File: config.mk
export PLATFORM = sky130hd
export DESIGN_NAME = supply_monitor_reset_logic
export DESIGN_NICKNAME = d
export VERILOG_FILES = /design/src/supervisor_pkg.sv /design/src/supply_monitor_reset_logic.sv /design/src/release_delay.sv
export SDC_FILE = /design/constraint.sdc
export NUM_CORES = 1
export LEC_CHECK = 0
export BUFFER_PORTS_ARGS = -buffer_cell sky130_fd_sc_hd__buf_2
export CORE_ASPECT_RATIO = 1.2
export CORE_MARGIN = 2
export CORE_UTILIZATION = 45
export DETAILED_ROUTE_END_ITERATION = 10
export MAX_ROUTING_LAYER = met4
export PLACE_DENSITY = 0.65
export REMOVE_ABC_BUFFERS = 1
export SYNTH_ARGS = -nofsm -noshare
export SYNTH_HDL_FRONTEND = slang
export SYNTH_HIERARCHICAL = 1
export SYNTH_SLANG_ARGS = --single-unit
File: constraint.sdc
create_clock -name CLK -period 28.3 [get_ports CLK]
set_clock_uncertainty 0.15 [all_clocks]
set_input_delay 5.66 -clock CLK [delete_from_list [all_inputs] [get_ports CLK]]
set_output_delay 5.66 -clock CLK [all_outputs]
set_load 0.02 [all_outputs]
File: src/supervisor_pkg.sv
package supervisor_pkg;

  // ------------------------------------------------------------
  // register map (byte addresses)
  // ------------------------------------------------------------
  localparam logic [7:0] ADDR_CONTROL = 8'h00;
  localparam logic [7:0] ADDR_STATUS  = 8'h04;
  localparam logic [7:0] ADDR_DELAY1  = 8'h08;
  localparam logic [7:0] ADDR_DELAY2  = 8'h0C;
  localparam logic [7:0] ADDR_DELAY3  = 8'h10;
  localparam logic [7:0] ADDR_DELAY4  = 8'h14;
  localparam logic [7:0] ADDR_TIMEOUT = 8'h18;

  // ------------------------------------------------------------
  // control fields
  // ------------------------------------------------------------
  localparam int CTL_PAIRING  = 0;
  localparam int CTL_POLARITY = 1;
  localparam int CTL_SW_RESET = 2;
  localparam logic [2:0] CONTROL_RESET = 3'h0;

  // status fields
  localparam int ST_OUT_LSB  = 0;
  localparam int ST_SYS_RST  = 4;
  localparam int ST_EN_LSB   = 5;
  localparam int ST_MR_N     = 9;

  // ------------------------------------------------------------
  // timing
  // ------------------------------------------------------------
  localparam int CLK_PERIOD_NS   = 10;
  localparam int DELAY_DEFAULT_US   = 200;
  localparam int TIMEOUT_DEFAULT_US = 1000;
  localparam int DELAY_DEFAULT_CYC   = DELAY_DEFAULT_US * 1000 / CLK_PERIOD_NS;
  localparam int TIMEOUT_DEFAULT_CYC = TIMEOUT_DEFAULT_US * 1000 / CLK_PERIOD_NS;

  localparam logic [1:0] RESP_OKAY   = 2'h0;
  localparam logic [1:0] RESP_SLVERR = 2'h2;

  typedef enum logic [1:0] {
    RST_ASSERTED,
    RST_HOLDOFF,
    RST_RELEASED
  } rst_state_t;

endpackage

File: src/supply_monitor_reset_logic.sv
`timescale 1ns/1ns
`default_nettype none
module supply_monitor_reset_logic
  import supervisor_pkg::*;
#(
  parameter int CNT_WIDTH   = 32,
  parameter int DELAY_CYC   = DELAY_DEFAULT_CYC,
  parameter int TIMEOUT_CYC = TIMEOUT_DEFAULT_CYC
) (
  input  wire logic        CLK,
  input  wire logic        RST,
  input  wire logic [3:0]  CHAN_ENABLE,
  input  wire logic [3:0]  CHAN_UV_GOOD,
  input  wire logic [3:0]  CHAN_OV_GOOD,
  input  wire logic        MANUAL_RESET_N,
  output logic [3:0]       CHAN_STATUS_OUT,
  output logic             SYS_RESET,
  output logic             SYS_RESET_N,
  input  wire logic [7:0]  S_AXI_AWADDR,
  input  wire logic        S_AXI_AWVALID,
  output logic             S_AXI_AWREADY,
  input  wire logic [31:0] S_AXI_WDATA,
  input  wire logic [3:0]  S_AXI_WSTRB,
  input  wire logic        S_AXI_WVALID,
  output logic             S_AXI_WREADY,
  output logic [1:0]       S_AXI_BRESP,
  output logic             S_AXI_BVALID,
  input  wire logic        S_AXI_BREADY,
  input  wire logic [7:0]  S_AXI_ARADDR,
  input  wire logic        S_AXI_ARVALID,
  output logic             S_AXI_ARREADY,
  output logic [31:0]      S_AXI_RDATA,
  output logic [1:0]       S_AXI_RRESP,
  output logic             S_AXI_RVALID,
  input  wire logic        S_AXI_RREADY
);

  if (CNT_WIDTH < 2 || CNT_WIDTH > 32 || DELAY_CYC < 0 || TIMEOUT_CYC < 1 ||
      (CNT_WIDTH < 32 && ((DELAY_CYC >> CNT_WIDTH) != 0 || (TIMEOUT_CYC >> CNT_WIDTH) != 0))) begin : g_bad_params
    $error("unsupported parameter values");
  end

  typedef struct packed {
    logic [3:0]            en_s1;
    logic [3:0]            en_s2;
    logic                  mr_s1;
    logic                  mr_s2;
    logic [2:0]            control;
    logic [CNT_WIDTH-1:0]  delay1;
    logic [CNT_WIDTH-1:0]  delay2;
    logic [CNT_WIDTH-1:0]  delay3;
    logic [CNT_WIDTH-1:0]  delay4;
    logic [CNT_WIDTH-1:0]  timeout;
    logic [CNT_WIDTH-1:0]  hold_count;
    rst_state_t            rst_state;
    logic [3:0]            status_out;
    logic                  sys_reset;
    logic                  sys_reset_n;
    logic                  awready;
    logic                  wready;
    logic                  arready;
    logic                  aw_held;
    logic [7:0]            aw_addr;
    logic                  w_held;
    logic [31:0]           w_data;
    logic [3:0]            w_strb;
    logic                  bvalid;
    logic [1:0]            bresp;
    logic                  rvalid;
    logic [31:0]           rdata;
    logic [1:0]            rresp;
  } top_state_t;

  top_state_t s;
  top_state_t n;

  // ------------------------------------------------------------
  // helpers
  // ------------------------------------------------------------
  function automatic logic [CNT_WIDTH-1:0] merge(input logic [CNT_WIDTH-1:0] old,
                                                 input logic [31:0] data,
                                                 input logic [3:0] strb);
    logic [31:0] wide;
    wide = 32'h0;
    wide[CNT_WIDTH-1:0] = old;
    for (int b = 0; b < 4; b++) begin
      if (strb[b]) begin
        wide[b*8 +: 8] = data[b*8 +: 8];
      end
    end
    return wide[CNT_WIDTH-1:0];
  endfunction

  function automatic logic [31:0] widen(input logic [CNT_WIDTH-1:0] v);
    logic [31:0] w;
    w = 32'h0;
    w[CNT_WIDTH-1:0] = v;
    return w;
  endfunction

  function automatic logic mapped(input logic [7:0] a);
    return a == ADDR_CONTROL || a == ADDR_STATUS || a == ADDR_DELAY1 || a == ADDR_DELAY2 ||
           a == ADDR_DELAY3 || a == ADDR_DELAY4 || a == ADDR_TIMEOUT;
  endfunction

  // ------------------------------------------------------------
  // channel qualification
  // ------------------------------------------------------------
  logic       pairing;
  logic       polarity;
  logic [3:0] en;
  logic [3:0] good;
  logic [3:0] ready;
  logic [CNT_WIDTH-1:0] dly [4];

  assign pairing  = s.control[CTL_PAIRING];
  assign polarity = s.control[CTL_POLARITY];
  assign en       = s.en_s2;
  assign dly[0]   = s.delay1;
  assign dly[1]   = s.delay2;
  assign dly[2]   = s.delay3;
  assign dly[3]   = s.delay4;

  // comparator flags are already synchronous to CLK
  always_comb begin
    // pairing folds the overvoltage check of chan3/4 into chan1/2
    good[0] = en[0] && CHAN_UV_GOOD[0] && (!pairing || (en[2] && CHAN_OV_GOOD[2]));
    good[1] = en[1] && CHAN_UV_GOOD[1] && (!pairing || (en[3] && CHAN_OV_GOOD[3]));
    good[2] = !pairing && en[2] && CHAN_UV_GOOD[2];
    good[3] = !pairing && en[3] && CHAN_UV_GOOD[3];
  end

  // one counter per channel; each restarts when its channel goes bad
  for (genvar i = 0; i < 4; i++) begin : g_chan
    release_delay #(
      .WIDTH (CNT_WIDTH)
    ) u_delay (
      .clk    (CLK),
      .rst    (RST),
      .good   (good[i]),
      .length (dly[i]),
      .valid  (ready[i])
    );
  end

  // ------------------------------------------------------------
  // next state
  // ------------------------------------------------------------
  logic cause;
  logic wr_fire;
  logic [7:0]  wa;
  logic [31:0] wd;
  logic [3:0]  ws;

  always_comb begin
    n = s;
    wa = s.aw_held ? s.aw_addr : S_AXI_AWADDR;
    wd = s.w_held ? s.w_data : S_AXI_WDATA;
    ws = s.w_held ? s.w_strb : S_AXI_WSTRB;

    // two-stage synchronisers for board pins
    n.en_s1 = CHAN_ENABLE;
    n.en_s2 = s.en_s1;
    n.mr_s1 = MANUAL_RESET_N;
    n.mr_s2 = s.mr_s1;

    // paired chan3/4 outputs are held low, whatever the polarity
    n.status_out[0] = ready[0];
    n.status_out[1] = ready[1];
    n.status_out[2] = (pairing || !en[2]) ? 1'b0 : (ready[2] ^ polarity);
    n.status_out[3] = (pairing || !en[3]) ? 1'b0 : (ready[3] ^ polarity);

    // any failed channel (chan3/4 undervoltage only when unpaired), dropped enable, manual or software reset
    cause = !(&ready[1:0]) || !(&en[1:0]) || !s.mr_s2 || s.control[CTL_SW_RESET] ||
            (!pairing && (!(&ready[3:2]) || !(&en[3:2])));
    case (s.rst_state)
      RST_ASSERTED: begin
        n.sys_reset = 1'b1;
        if (!cause) begin
          n.rst_state  = RST_HOLDOFF;
          n.hold_count = '0;
        end
      end
      RST_HOLDOFF: begin
        n.sys_reset = 1'b1;
        if (cause) begin
          n.rst_state = RST_ASSERTED;
        end else if (s.hold_count + 1'b1 >= s.timeout) begin
          n.rst_state = RST_RELEASED;
          n.sys_reset = 1'b0;
        end else begin
          n.hold_count = s.hold_count + 1'b1;
        end
      end
      RST_RELEASED: begin
        n.sys_reset = 1'b0;
        if (cause) begin
          n.rst_state = RST_ASSERTED;
          n.sys_reset = 1'b1;
        end
      end
      default: begin
        n.rst_state = RST_ASSERTED;
        n.sys_reset = 1'b1;
      end
    endcase

    // ----------------------------------------------------------
    // axi4-lite write
    // ----------------------------------------------------------
    if (S_AXI_AWVALID && !s.aw_held && !s.bvalid) begin
      n.aw_held = 1'b1;
      n.aw_addr = S_AXI_AWADDR;
    end
    if (S_AXI_WVALID && !s.w_held && !s.bvalid) begin
      n.w_held = 1'b1;
      n.w_data = S_AXI_WDATA;
      n.w_strb = S_AXI_WSTRB;
    end
    wr_fire = !s.bvalid && (s.aw_held || S_AXI_AWVALID) && (s.w_held || S_AXI_WVALID);
    if (wr_fire) begin
      n.aw_held = 1'b0;
      n.w_held  = 1'b0;
      n.bvalid  = 1'b1;
      n.bresp   = mapped(wa) ? RESP_OKAY : RESP_SLVERR;
      case (wa)
        ADDR_CONTROL: if (ws[0]) n.control = wd[2:0];
        ADDR_DELAY1:  n.delay1 = merge(s.delay1, wd, ws);
        ADDR_DELAY2:  n.delay2 = merge(s.delay2, wd, ws);
        ADDR_DELAY3:  n.delay3 = merge(s.delay3, wd, ws);
        ADDR_DELAY4:  n.delay4 = merge(s.delay4, wd, ws);
        ADDR_TIMEOUT: n.timeout = merge(s.timeout, wd, ws);
        default: ;
      endcase
    end else if (s.bvalid && S_AXI_BREADY) begin
      n.bvalid = 1'b0;
    end

    // ----------------------------------------------------------
    // axi4-lite read
    // ----------------------------------------------------------
    if (s.rvalid) begin
      if (S_AXI_RREADY) begin
        n.rvalid = 1'b0;
      end
    end else if (S_AXI_ARVALID) begin
      n.rvalid = 1'b1;
      n.rresp  = mapped(S_AXI_ARADDR) ? RESP_OKAY : RESP_SLVERR;
      case (S_AXI_ARADDR)
        ADDR_CONTROL: n.rdata = {29'h0, s.control};
        ADDR_STATUS: begin
          n.rdata = 32'h0;
          n.rdata[ST_OUT_LSB +: 4] = s.status_out;
          n.rdata[ST_SYS_RST]      = s.sys_reset;
          n.rdata[ST_EN_LSB +: 4]  = en;
          n.rdata[ST_MR_N]         = s.mr_s2;
        end
        ADDR_DELAY1:  n.rdata = widen(s.delay1);
        ADDR_DELAY2:  n.rdata = widen(s.delay2);
        ADDR_DELAY3:  n.rdata = widen(s.delay3);
        ADDR_DELAY4:  n.rdata = widen(s.delay4);
        ADDR_TIMEOUT: n.rdata = widen(s.timeout);
        default:      n.rdata = 32'h0;
      endcase
    end
    n.sys_reset_n = !n.sys_reset;
    n.awready     = !n.aw_held && !n.bvalid;
    n.wready      = !n.w_held && !n.bvalid;
    n.arready     = !n.rvalid;
  end

  // the manual reset synchroniser resets high: an idle pin reads inactive
  always_ff @(posedge CLK or posedge RST) begin
    if (RST) begin
      s            <= '0;
      s.mr_s1      <= 1'b1;
      s.mr_s2      <= 1'b1;
      s.control    <= CONTROL_RESET;
      s.delay1     <= CNT_WIDTH'(DELAY_CYC);
      s.delay2     <= CNT_WIDTH'(DELAY_CYC);
      s.delay3     <= CNT_WIDTH'(DELAY_CYC);
      s.delay4     <= CNT_WIDTH'(DELAY_CYC);
      s.timeout    <= CNT_WIDTH'(TIMEOUT_CYC);
      s.rst_state  <= RST_ASSERTED;
      s.sys_reset  <= 1'b1;
      s.awready    <= 1'b1;
      s.wready     <= 1'b1;
      s.arready    <= 1'b1;
    end else begin
      s <= n;
    end
  end

  // ------------------------------------------------------------
  // outputs, all from flops
  // ------------------------------------------------------------
  assign CHAN_STATUS_OUT = s.status_out;
  assign SYS_RESET       = s.sys_reset;
  assign SYS_RESET_N     = s.sys_reset_n;
  assign S_AXI_AWREADY   = s.awready;
  assign S_AXI_WREADY    = s.wready;
  assign S_AXI_BVALID    = s.bvalid;
  assign S_AXI_BRESP     = s.bresp;
  assign S_AXI_ARREADY   = s.arready;
  assign S_AXI_RVALID    = s.rvalid;
  assign S_AXI_RDATA     = s.rdata;
  assign S_AXI_RRESP     = s.rresp;

endmodule // supply_monitor_reset_logic
`default_nettype wire

File: src/release_delay.sv
`timescale 1ns/1ns
`default_nettype none
module release_delay
  import supervisor_pkg::*;
#(
  parameter int WIDTH = 32
) (
  input  wire logic             clk,
  input  wire logic             rst,
  input  wire logic             good,
  input  wire logic [WIDTH-1:0] length,
  output logic                  valid
);

  typedef struct packed {
    logic [WIDTH-1:0] count;
    logic             valid;
  } delay_state_t;

  delay_state_t state;
  delay_state_t next_state;

  // bad input drops the output at once and restarts the count
  always_comb begin
    next_state = state;
    if (!good) begin
      next_state.count = '0;
      next_state.valid = 1'b0;
    end else if (!state.valid) begin
      if (state.count >= length) begin
        next_state.valid = 1'b1;
      end else begin
        next_state.count = state.count + 1'b1;
      end
    end
  end

  always_ff @(posedge clk or posedge rst) begin
    if (rst) begin
      state <= '0;
    end else begin
      state <= next_state;
    end
  end

  assign valid = state.valid;

endmodule // release_delay
`default_nettype wire

# Word-level counts from Yosys, hierarchy flattened
# Cells that the tools add are included.
# W data, S select, Z words.
# word_totals
regBits	432
latch_bits	0
mem_bits_rw	0
mem_bits_ro	0
in_bits	72
out_inout_bits	47
elab_cells	231
memories	0
# op_classes
add_sub_neg	5
mul	0
div	0
order_cmp	5
eq_ne	27
n_shift	0
mux	45
bitwise_logic	3
reduce_logical	95
# op_table
cell	count
$mux W33	8
$mux W32	7
$pmux W32 S7	1
$add A32 B1 Y32 const B	5
$ge A32 B32 Y1	5
$reduce_and A3 Y1	22
$pmux W32 S2	1
$eq A8 B5 Y1 const B	6
$mux W37	1
$mux W35	1
$mux W34	1
$eq A8 B4 Y1 const B	4
$ne A2 B2 Y1 const B	12
$logic_or A1 B1 Y1	23
$logic_and A1 B1 Y1	20
$reduce_and A2 Y1	9
$eq A8 B3 Y1 const B	2
$logic_not A1 Y1	16
$logic_not A8 Y1	2
$mux W1	15
$mux W2	5
$mux W9	1
$mux W8	1
$pmux W2 S3	1
other kinds (10)	11

# Logic depth before layout (Yosys ltp)
# Gate-level depths: netlist (run 1).
# logic_depth
ltp_word	11
depth_mapped	17
depth_no_buf	15

# Modules after synthesis
# The synthesis (run 1) kept the hierarchy.
# by_module_without_submodules
module	instances	cells_per_inst	area_each_um2
supply_monitor_reset_logic	1	1377	14425.1
release_delay	4	338	2876.5

# Worst setup path before layout (run 1)
# Ideal clock, no wire load.
# synth_timing
path_kind	input to register
from	input S_AXI_ARADDR[7]
to	register s, in the netlist S_AXI_RDATA[3]
setup_time_ns	0.066
arrival_time_ns	7.277
t_required_ns	28.084
path_slack_ns	20.807
path_stages	9
n_path_buf	3
path_cell_list	or4_4 -> or3_1 -> buf_2 -> nor2_2 -> buf_4 -> buf_6 -> a22oi_1 -> nand3_1 -> a22o_1
# synth_via
elab_chain_len	2
elab_cells_between_ends	8
classes_between	eq/ne (6); mux (1); reduce/logical (1)
# synth_rtl
item	line	source
start: declaration	supply_monitor_reset_logic.sv:29	input wire logic [7:0] S_AXI_ARADDR,
$eq A8 B5 Y1 (tied with other cells)	supply_monitor_reset_logic.sv:249	case (S_AXI_ARADDR)
$pmux W32 S7 *	supply_monitor_reset_logic.sv:249	
end signal: assignment	supply_monitor_reset_logic.sv:290	s <= n;
end: declaration	supply_monitor_reset_logic.sv:74	top_state_t s;
# Every way passes the cells marked *; elsewhere a longest branch is shown, timed or not.
# A chain may end at the register's enable or synchronous reset.

# Worst setup path after layout (run 1)
# layout_timing
from	input S_AXI_AWADDR[5]
to	register s, in the netlist dly[45]
# layout_via
elab_chain_len	3
# layout_rtl
item	line	source
start: declaration	supply_monitor_reset_logic.sv:19	input wire logic [7:0] S_AXI_AWADDR,
$mux W8	supply_monitor_reset_logic.sv:157	wa = s.aw_held ? s.aw_addr : S_AXI_AWADDR;
$eq A8 B5 Y1	supply_monitor_reset_logic.sv:226	case (wa)
$reduce_and A3 Y1 (no line)	-	
# No other way between the ends.

==> results of run 1 <==
stage by stage:
stage / power [mW] / hold slack, ns / setup WS, ns / cell area, µm² / instances
2_1_floorplan: 1.356 / 0.1812 / 14.31 / 24780 / 2537
3_3_place_gp: 1.631 / 0.1864 / 20.06 / 26570 / 3418
3_5_place_dp: 1.666 / 0.1865 / 19.99 / 26570 / 3418
4_1_cts: 2.306 / 0.2026 / 20.58 / 28130 / 3501
5_1_grt: 2.429 / 0.2131 / 20.43 / 28130 / 3501
6_report: 2.307 / 0.2029 / 20.57 / 28130 / 3501
power breakdown:
part           total (mW)  switching, mW  internal [mW]
logic               0.896          0.645          0.251
clock network       0.637          0.263          0.374
registers           0.774         0.0713          0.703
cell type report:
type                       count  area (µm²)  share of cell area
clock buffer                  66        1338             0.04754
multi-input combinational   1914       13300              0.4726
tap                          735       919.6             0.03269
clock inverter                17       225.2            0.008005
timing repair buffer         146       823.3             0.02926
sequential                   430       10800              0.3839
inverter                     193       732.0             0.02602
layer usage:
metal  routed length [µm]  GRT usage  share of wire  vias to the layer above
met5                    0          -              0                        -
met4                 2183    0.07999          0.030                        0
met3                 3935    0.02774          0.055                      124
met2                35640     0.4204           0.49                      684
met1                30260     0.3125           0.42                    10370
li1                     -          -              -                     9951
state kept, by name, indices dropped and copies added (netlist names), 4 cells and up:
register,count
dly,128
CHAN_STATUS_OUT,4
S_AXI_RDATA,32
s,114
n,5
en,4
g_chan.u_delay/valid,4
g_chan.u_delay/state,128
Yosys cell counts, drive strengths merged (48+ instances only):
| cell type | count |
|---|---|
| buf | 116 |
| and3 | 59 |
| nand2b | 60 |
| a22oi | 49 |
| nand3 | 78 |
| o31ai | 53 |
| nor2 | 168 |
| nand2 | 263 |
| mux2i | 71 |
| dfrtp | 398 |
| o21ai | 142 |
| a21oi | 216 |
| clkbuf | 77 |
| nand4 | 68 |
| mux2 | 48 |
| ha | 168 |
| inv | 189 |
| a31oi | 51 |
worst max-delay path: stages:
cell and delay [ns]:
buf_2 0.12, nor4_4 0.28, a22oi_1 0.14, nor3_2 0.81, nand3_1 0.69, nand2_1 0.21
o21ai_0 0.10
cells in the final DEF, fill, tap and decap left out, types with 22 or more instances in the layout:
master / n
a21oi_1: 206
a222oi_1: 22
a22o_1: 33
a22oi_1: 49
a31oi_1: 47
and3_1: 58
and4_1: 28
buf_2: 114
buf_4: 31
clkbuf_16: 47
dfrtp_1: 397
dfstp_2: 32
ha_1: 168
inv_1: 188
mux2_2: 48
mux2i_1: 71
nand2_1: 263
nand2b_1: 58
nand3_1: 77
nand4_1: 63
nor2_1: 158
nor4_1: 25
o21ai_0: 116
o21ai_1: 26
o31ai_1: 53
or4_1: 45
how the worst max path moves through the flow:
stage                               start            endpoint  slack [ns]  depth (start not counted)
final                     S_AXI_AWADDR[5]             dly[45]       20.57                          7
after global routing      S_AXI_AWADDR[5]             dly[44]       20.43                          7
after CTS                 S_AXI_AWADDR[5]             dly[45]       20.58                          7
after detailed placement  S_AXI_AWADDR[5]             dly[45]       19.99                          7
after global placement    S_AXI_AWADDR[5]             dly[47]       20.06                          7
after floorplan                       RST  CHAN_STATUS_OUT[0]       14.31                          1
kinds of logic (layout without fill, tap and decap cells):
logic type               Yosys count  in the layout  synth area share
AO/OA/AOI/OAI                    693            693            0.1779
flip-flops                       430            430            0.4165
adder cells (fa/ha/maj)          168            168           0.08106
multiplexers                     122            122           0.05086
AND/OR/NAND/NOR                  897            897            0.1900
other                              1              2         0.0001446
XOR/XNOR                          32             32           0.01081
buffers and inverters            386            422           0.07267
==> impl_metrics.ini, run 1 <==
[outcome]
status = complete, no violations

[yosys]
synthFlopType = dfrtp_1
synth_top_area_cell = dfrtp_1
synthCells = 2729
ys_ff_latch = 430
synth_edf_count = 0
syn_avg_cell_area_um2 = 9.502
yosysSeqAreaShare = 0.4165
postSynth.asyncResetShare = 1.000
synthTopCellsByArea = dfrtp_1 (38%), ha_1 (8.1%), a21oi_1 (4.0%)
syn_area_mm2 = 0.02593
synthDistinctLibCells = 86
yosysWarnings = 6
yosysTopAreaCellShare = 0.3841

[global_route]
grt_pass1_wl_mm = 114.5
antenna_found_initial = 0
track_usage = 0.2485
grt_pass1_vias = 20590
grt_overflow = 0
grt_max_degree = 152

[drt]
vias = 21130
drtIter0Drc = 1893
drt-total-wl_mm = 72.02
drc = 0
antenna_left = 0
via_per_inst = 6.035
dr.pass1.iters = 6
wl_per_cell_um = 20.57

[timing]
setup_viol = 0
slew_headroom = 0.2284
final.period_utilization = 0.2733
tns_ns = 0
slew_violations = 0
rsz0062_at_grt = no
final.min_clock_period_ns = 7.733
hold_viol_final = 0
max_freq_mhz = 129.3
worstMarginPinSlew_ns = 1.157

[clock_tree]
htreeDepth = 2
numCtsBuffers = 45
clk_latency_ns = 0.59
clk_path_buf_depth = 3
cts_tree = yes
cts_resized = 0
post_cts_buffers = 0
clock-sinks = 430
ctsHoldBuffers = 0
cts_root_buf = clkbuf_16
clk_pin_slew_ns = 0.06

[worst_setup_path]
reg2reg_slack_ns = 23.00
reg2reg_depth = 13
end_kind = flop
r2r_start = s[97]
critPathKind = input port to flop
cp_max_fo = 16
required_ns = 28.59
r2r_end = s[95]
timing.critical_path.arrival_ns = 8.02
cp-start-kind = input port

[die]
fp.dieH_um = 267.0
rows = 96
io_pins = 119
die_x_um = 223.1
initial_core_util = 0.4545
core-area_mm2 = 0.05705
design.die.area_mm2 = 0.05957

[placement]
io_buffers = 114
gp_congestion = 0.8595
hpwl_mm = 52.83

[run]
maxCapViolCount = 0

[cells_and_area]
final_util = 0.4931
area_growth_pct = 8.497
antenna_cells = 0
nNetsFinal = 2970
final_layout_size_suffix_gt1_frac = 0.1374
final.fill_count = 5204

[power_and_ir_drop]
ir_worst_vdd_mv = 0.1230
power_leakage_nw = 12.40
p_per_area_mw_per_mm2 = 82.00

[min_path]
worstHoldPathCells = 0
hold_start = n[294]
hold_path_end = en[2]
min-delay-path-class = flop to flop
(Power assumes the default switching activity.)
==> run 2, diff against run 1 <==
==> constraint.sdc (replaced) <==
create_clock -name CLK -period 7.45 [get_ports CLK]
set_clock_uncertainty 0.15 [all_clocks]
set_input_delay 1.49 -clock CLK [delete_from_list [all_inputs] [get_ports CLK]]
set_output_delay 1.49 -clock CLK [all_outputs]
set_load 0.02 [all_outputs]
==> run 2 against run 1 <==
  * Utilization barely moved
  * First-iteration DRC count grew 5.5%
  * Cell count about the same
  * Combinational power grew to 3.8 times the previous value
==> impl_metrics.ini, run 2 (synthesis results as in run 1) <==
[outcome]
status = complete, no violations

[die]
design.die.area_mm2 = 0.05957
core-area_mm2 = 0.05705
rows = 96
io_pins = 119
fp.dieH_um = 267.0
initial_core_util = 0.4545
die_x_um = 223.1

[timing]
final.setup.worst_slack_ns = 2.523
max_freq_mhz = 203.0
worstMarginPinSlew_ns = 1.046
slew_headroom = 0.3003
rsz0062_at_grt = no
final.min_clock_period_ns = 4.927
slew_violations = 0
setup_viol = 0
final.period_utilization = 0.6614
hold_viol_final = 0

[worst_setup_path]
cpPeakStageDelay_ns = 0.85
cp-start-kind = flop
r2r_end = s[119]
required_ns = 7.77
crit_top_cell = nand3_1
cp-endpoint = s[119]
crit_slowest_cell = nor4_1
end_kind = flop
critPathKind = flop to flop
r2r_start = s[97]
reg2reg_depth = 13
timing.critical_path.arrival_ns = 5.24
cp_max_fo = 27
worstPathCellList = nand3_1, nor4_1, nand3_1, xnor2_1, ha_1, a21oi_1, o21ai_0, a221o_1, a211o_1, nor2_4, buf_4, mux2_2, a22o_1
reg2reg_slack_ns = 2.52
critPathLaunch = s[97]

[drt]
drc = 0
via_per_inst = 6.080
vias = 21280
wl_per_cell_um = 20.71
dr.pass1.iters = 6
drtIter0Drc = 1998
drt-total-wl_mm = 72.47
antenna_left = 0

[power_and_ir_drop]
p_per_area_mw_per_mm2 = 310.8
power_leakage_nw = 12.42
ir_worst_vdd_mv = 0.4902

[clock_tree]
clk_path_buf_depth = 3
clk_pin_slew_ns = 0.06
clk_latency_ns = 0.60
cts_tree = yes
ctsHoldBuffers = 0
clock-sinks = 430
post_cts_buffers = 0
cts_resized = 0
cts_root_buf = clkbuf_16
htreeDepth = 2
numCtsBuffers = 46

[global_route]
grt_pass1_vias = 20670
grt_pass1_wl_mm = 115.3
grt_max_degree = 173
track_usage = 0.2508
antenna_found_initial = 0
grt_overflow = 0

[placement]
dpl.cell_count = 3419
hpwl_mm = 53.54
gp_congestion = 0.8636
io_buffers = 114
dp_slack_ns = 2.615

[cells_and_area]
final_cells = 3500
layout_common_cells = dfrtp_1 (397), nand2_1 (263), a21oi_1 (206), inv_1 (188), ha_1 (168)
antenna_cells = 0
final_layout_size_suffix_gt1_frac = 0.1385
final_common_cell = dfrtp_1
seq_area_mm2 = 0.01080
multi_input_comb_area_mm2 = 0.01330
area_growth_pct = 8.545
final_util = 0.4933
nNetsFinal = 2972
final.fill_count = 5182

[run]
maxCapViolCount = 0

[min_path]
min-delay-path-class = flop to flop
[run 2: cell count changes in the layout (fill, tap and decap cells not counted), sizes merged]
cell,previous run,this run
clkinv,12,15
clkbuf,66,61
buf,146,147
[run 2: final cells by class]
class                   instances  area share
inverters                     193     0.02600
clock inverters                20    0.008401
well taps                     735     0.03267
multi-input cells            1914      0.4724
clock buffers                  61     0.04730
repair buffers                147     0.02952
flip-flops and latches        430      0.3838
[run 2: report_power, final]
group          total [mW]  switching [mW]  leakage [nW]  internal [mW]
Combinational        3.37            2.42          5.90          0.953
Clock                2.41           0.987         0.773           1.43
Sequential           2.96           0.292          5.74           2.67
[run 2: worst min-delay path by stage]
stage | depth (start not counted) | from | slack (ns) | to
CTS | 0 | n[295] | 0.20 | en[3]
global placement | 0 | n[293] | 0.18 | en[1]
finish | 0 | n[293] | 0.20 | en[1]
global route | 0 | n[293] | 0.21 | en[1]
floorplan | 0 | n[292] | 0.18 | en[0]
detailed placement | 0 | n[295] | 0.18 | en[3]
[run 2: per-layer routing]
layer,up-vias,part of all wire,global-route usage
met5,-,0,-
met4,0,0.040,0.09795
met3,161,0.050,0.02928
met2,641,0.49,0.4141
met1,10520,0.42,0.3160
li1,9961,-,-
[run 2: critical path: cells and delay by family (launching register included)]
kind / cells / cell delay (ns)
XOR/XNOR: 1 / 0.24
AO/OA/AOI/OAI: 5 / 1.16
buffers and inverters: 1 / 0.38
AND/OR/NAND/NOR: 4 / 1.74
multiplexers: 1 / 0.37
adder cells (fa/ha/maj): 1 / 0.29
flip-flops: 1 / 0.45
[run 2: per-stage QoR]
step / hold slack [ns] / TNS, ns / power, mW / instance area, µm²
floorplan: 0.1812 / -631.28 / 5.151 / 24780
global placement: 0.1846 / 0 / 6.187 / 26580
detailed placement: 0.1847 / 0 / 6.321 / 26580
CTS: 0.1991 / 0 / 8.747 / 28150
global route: 0.2078 / 0 / 9.219 / 28150
finish: 0.1982 / 0 / 8.747 / 28150
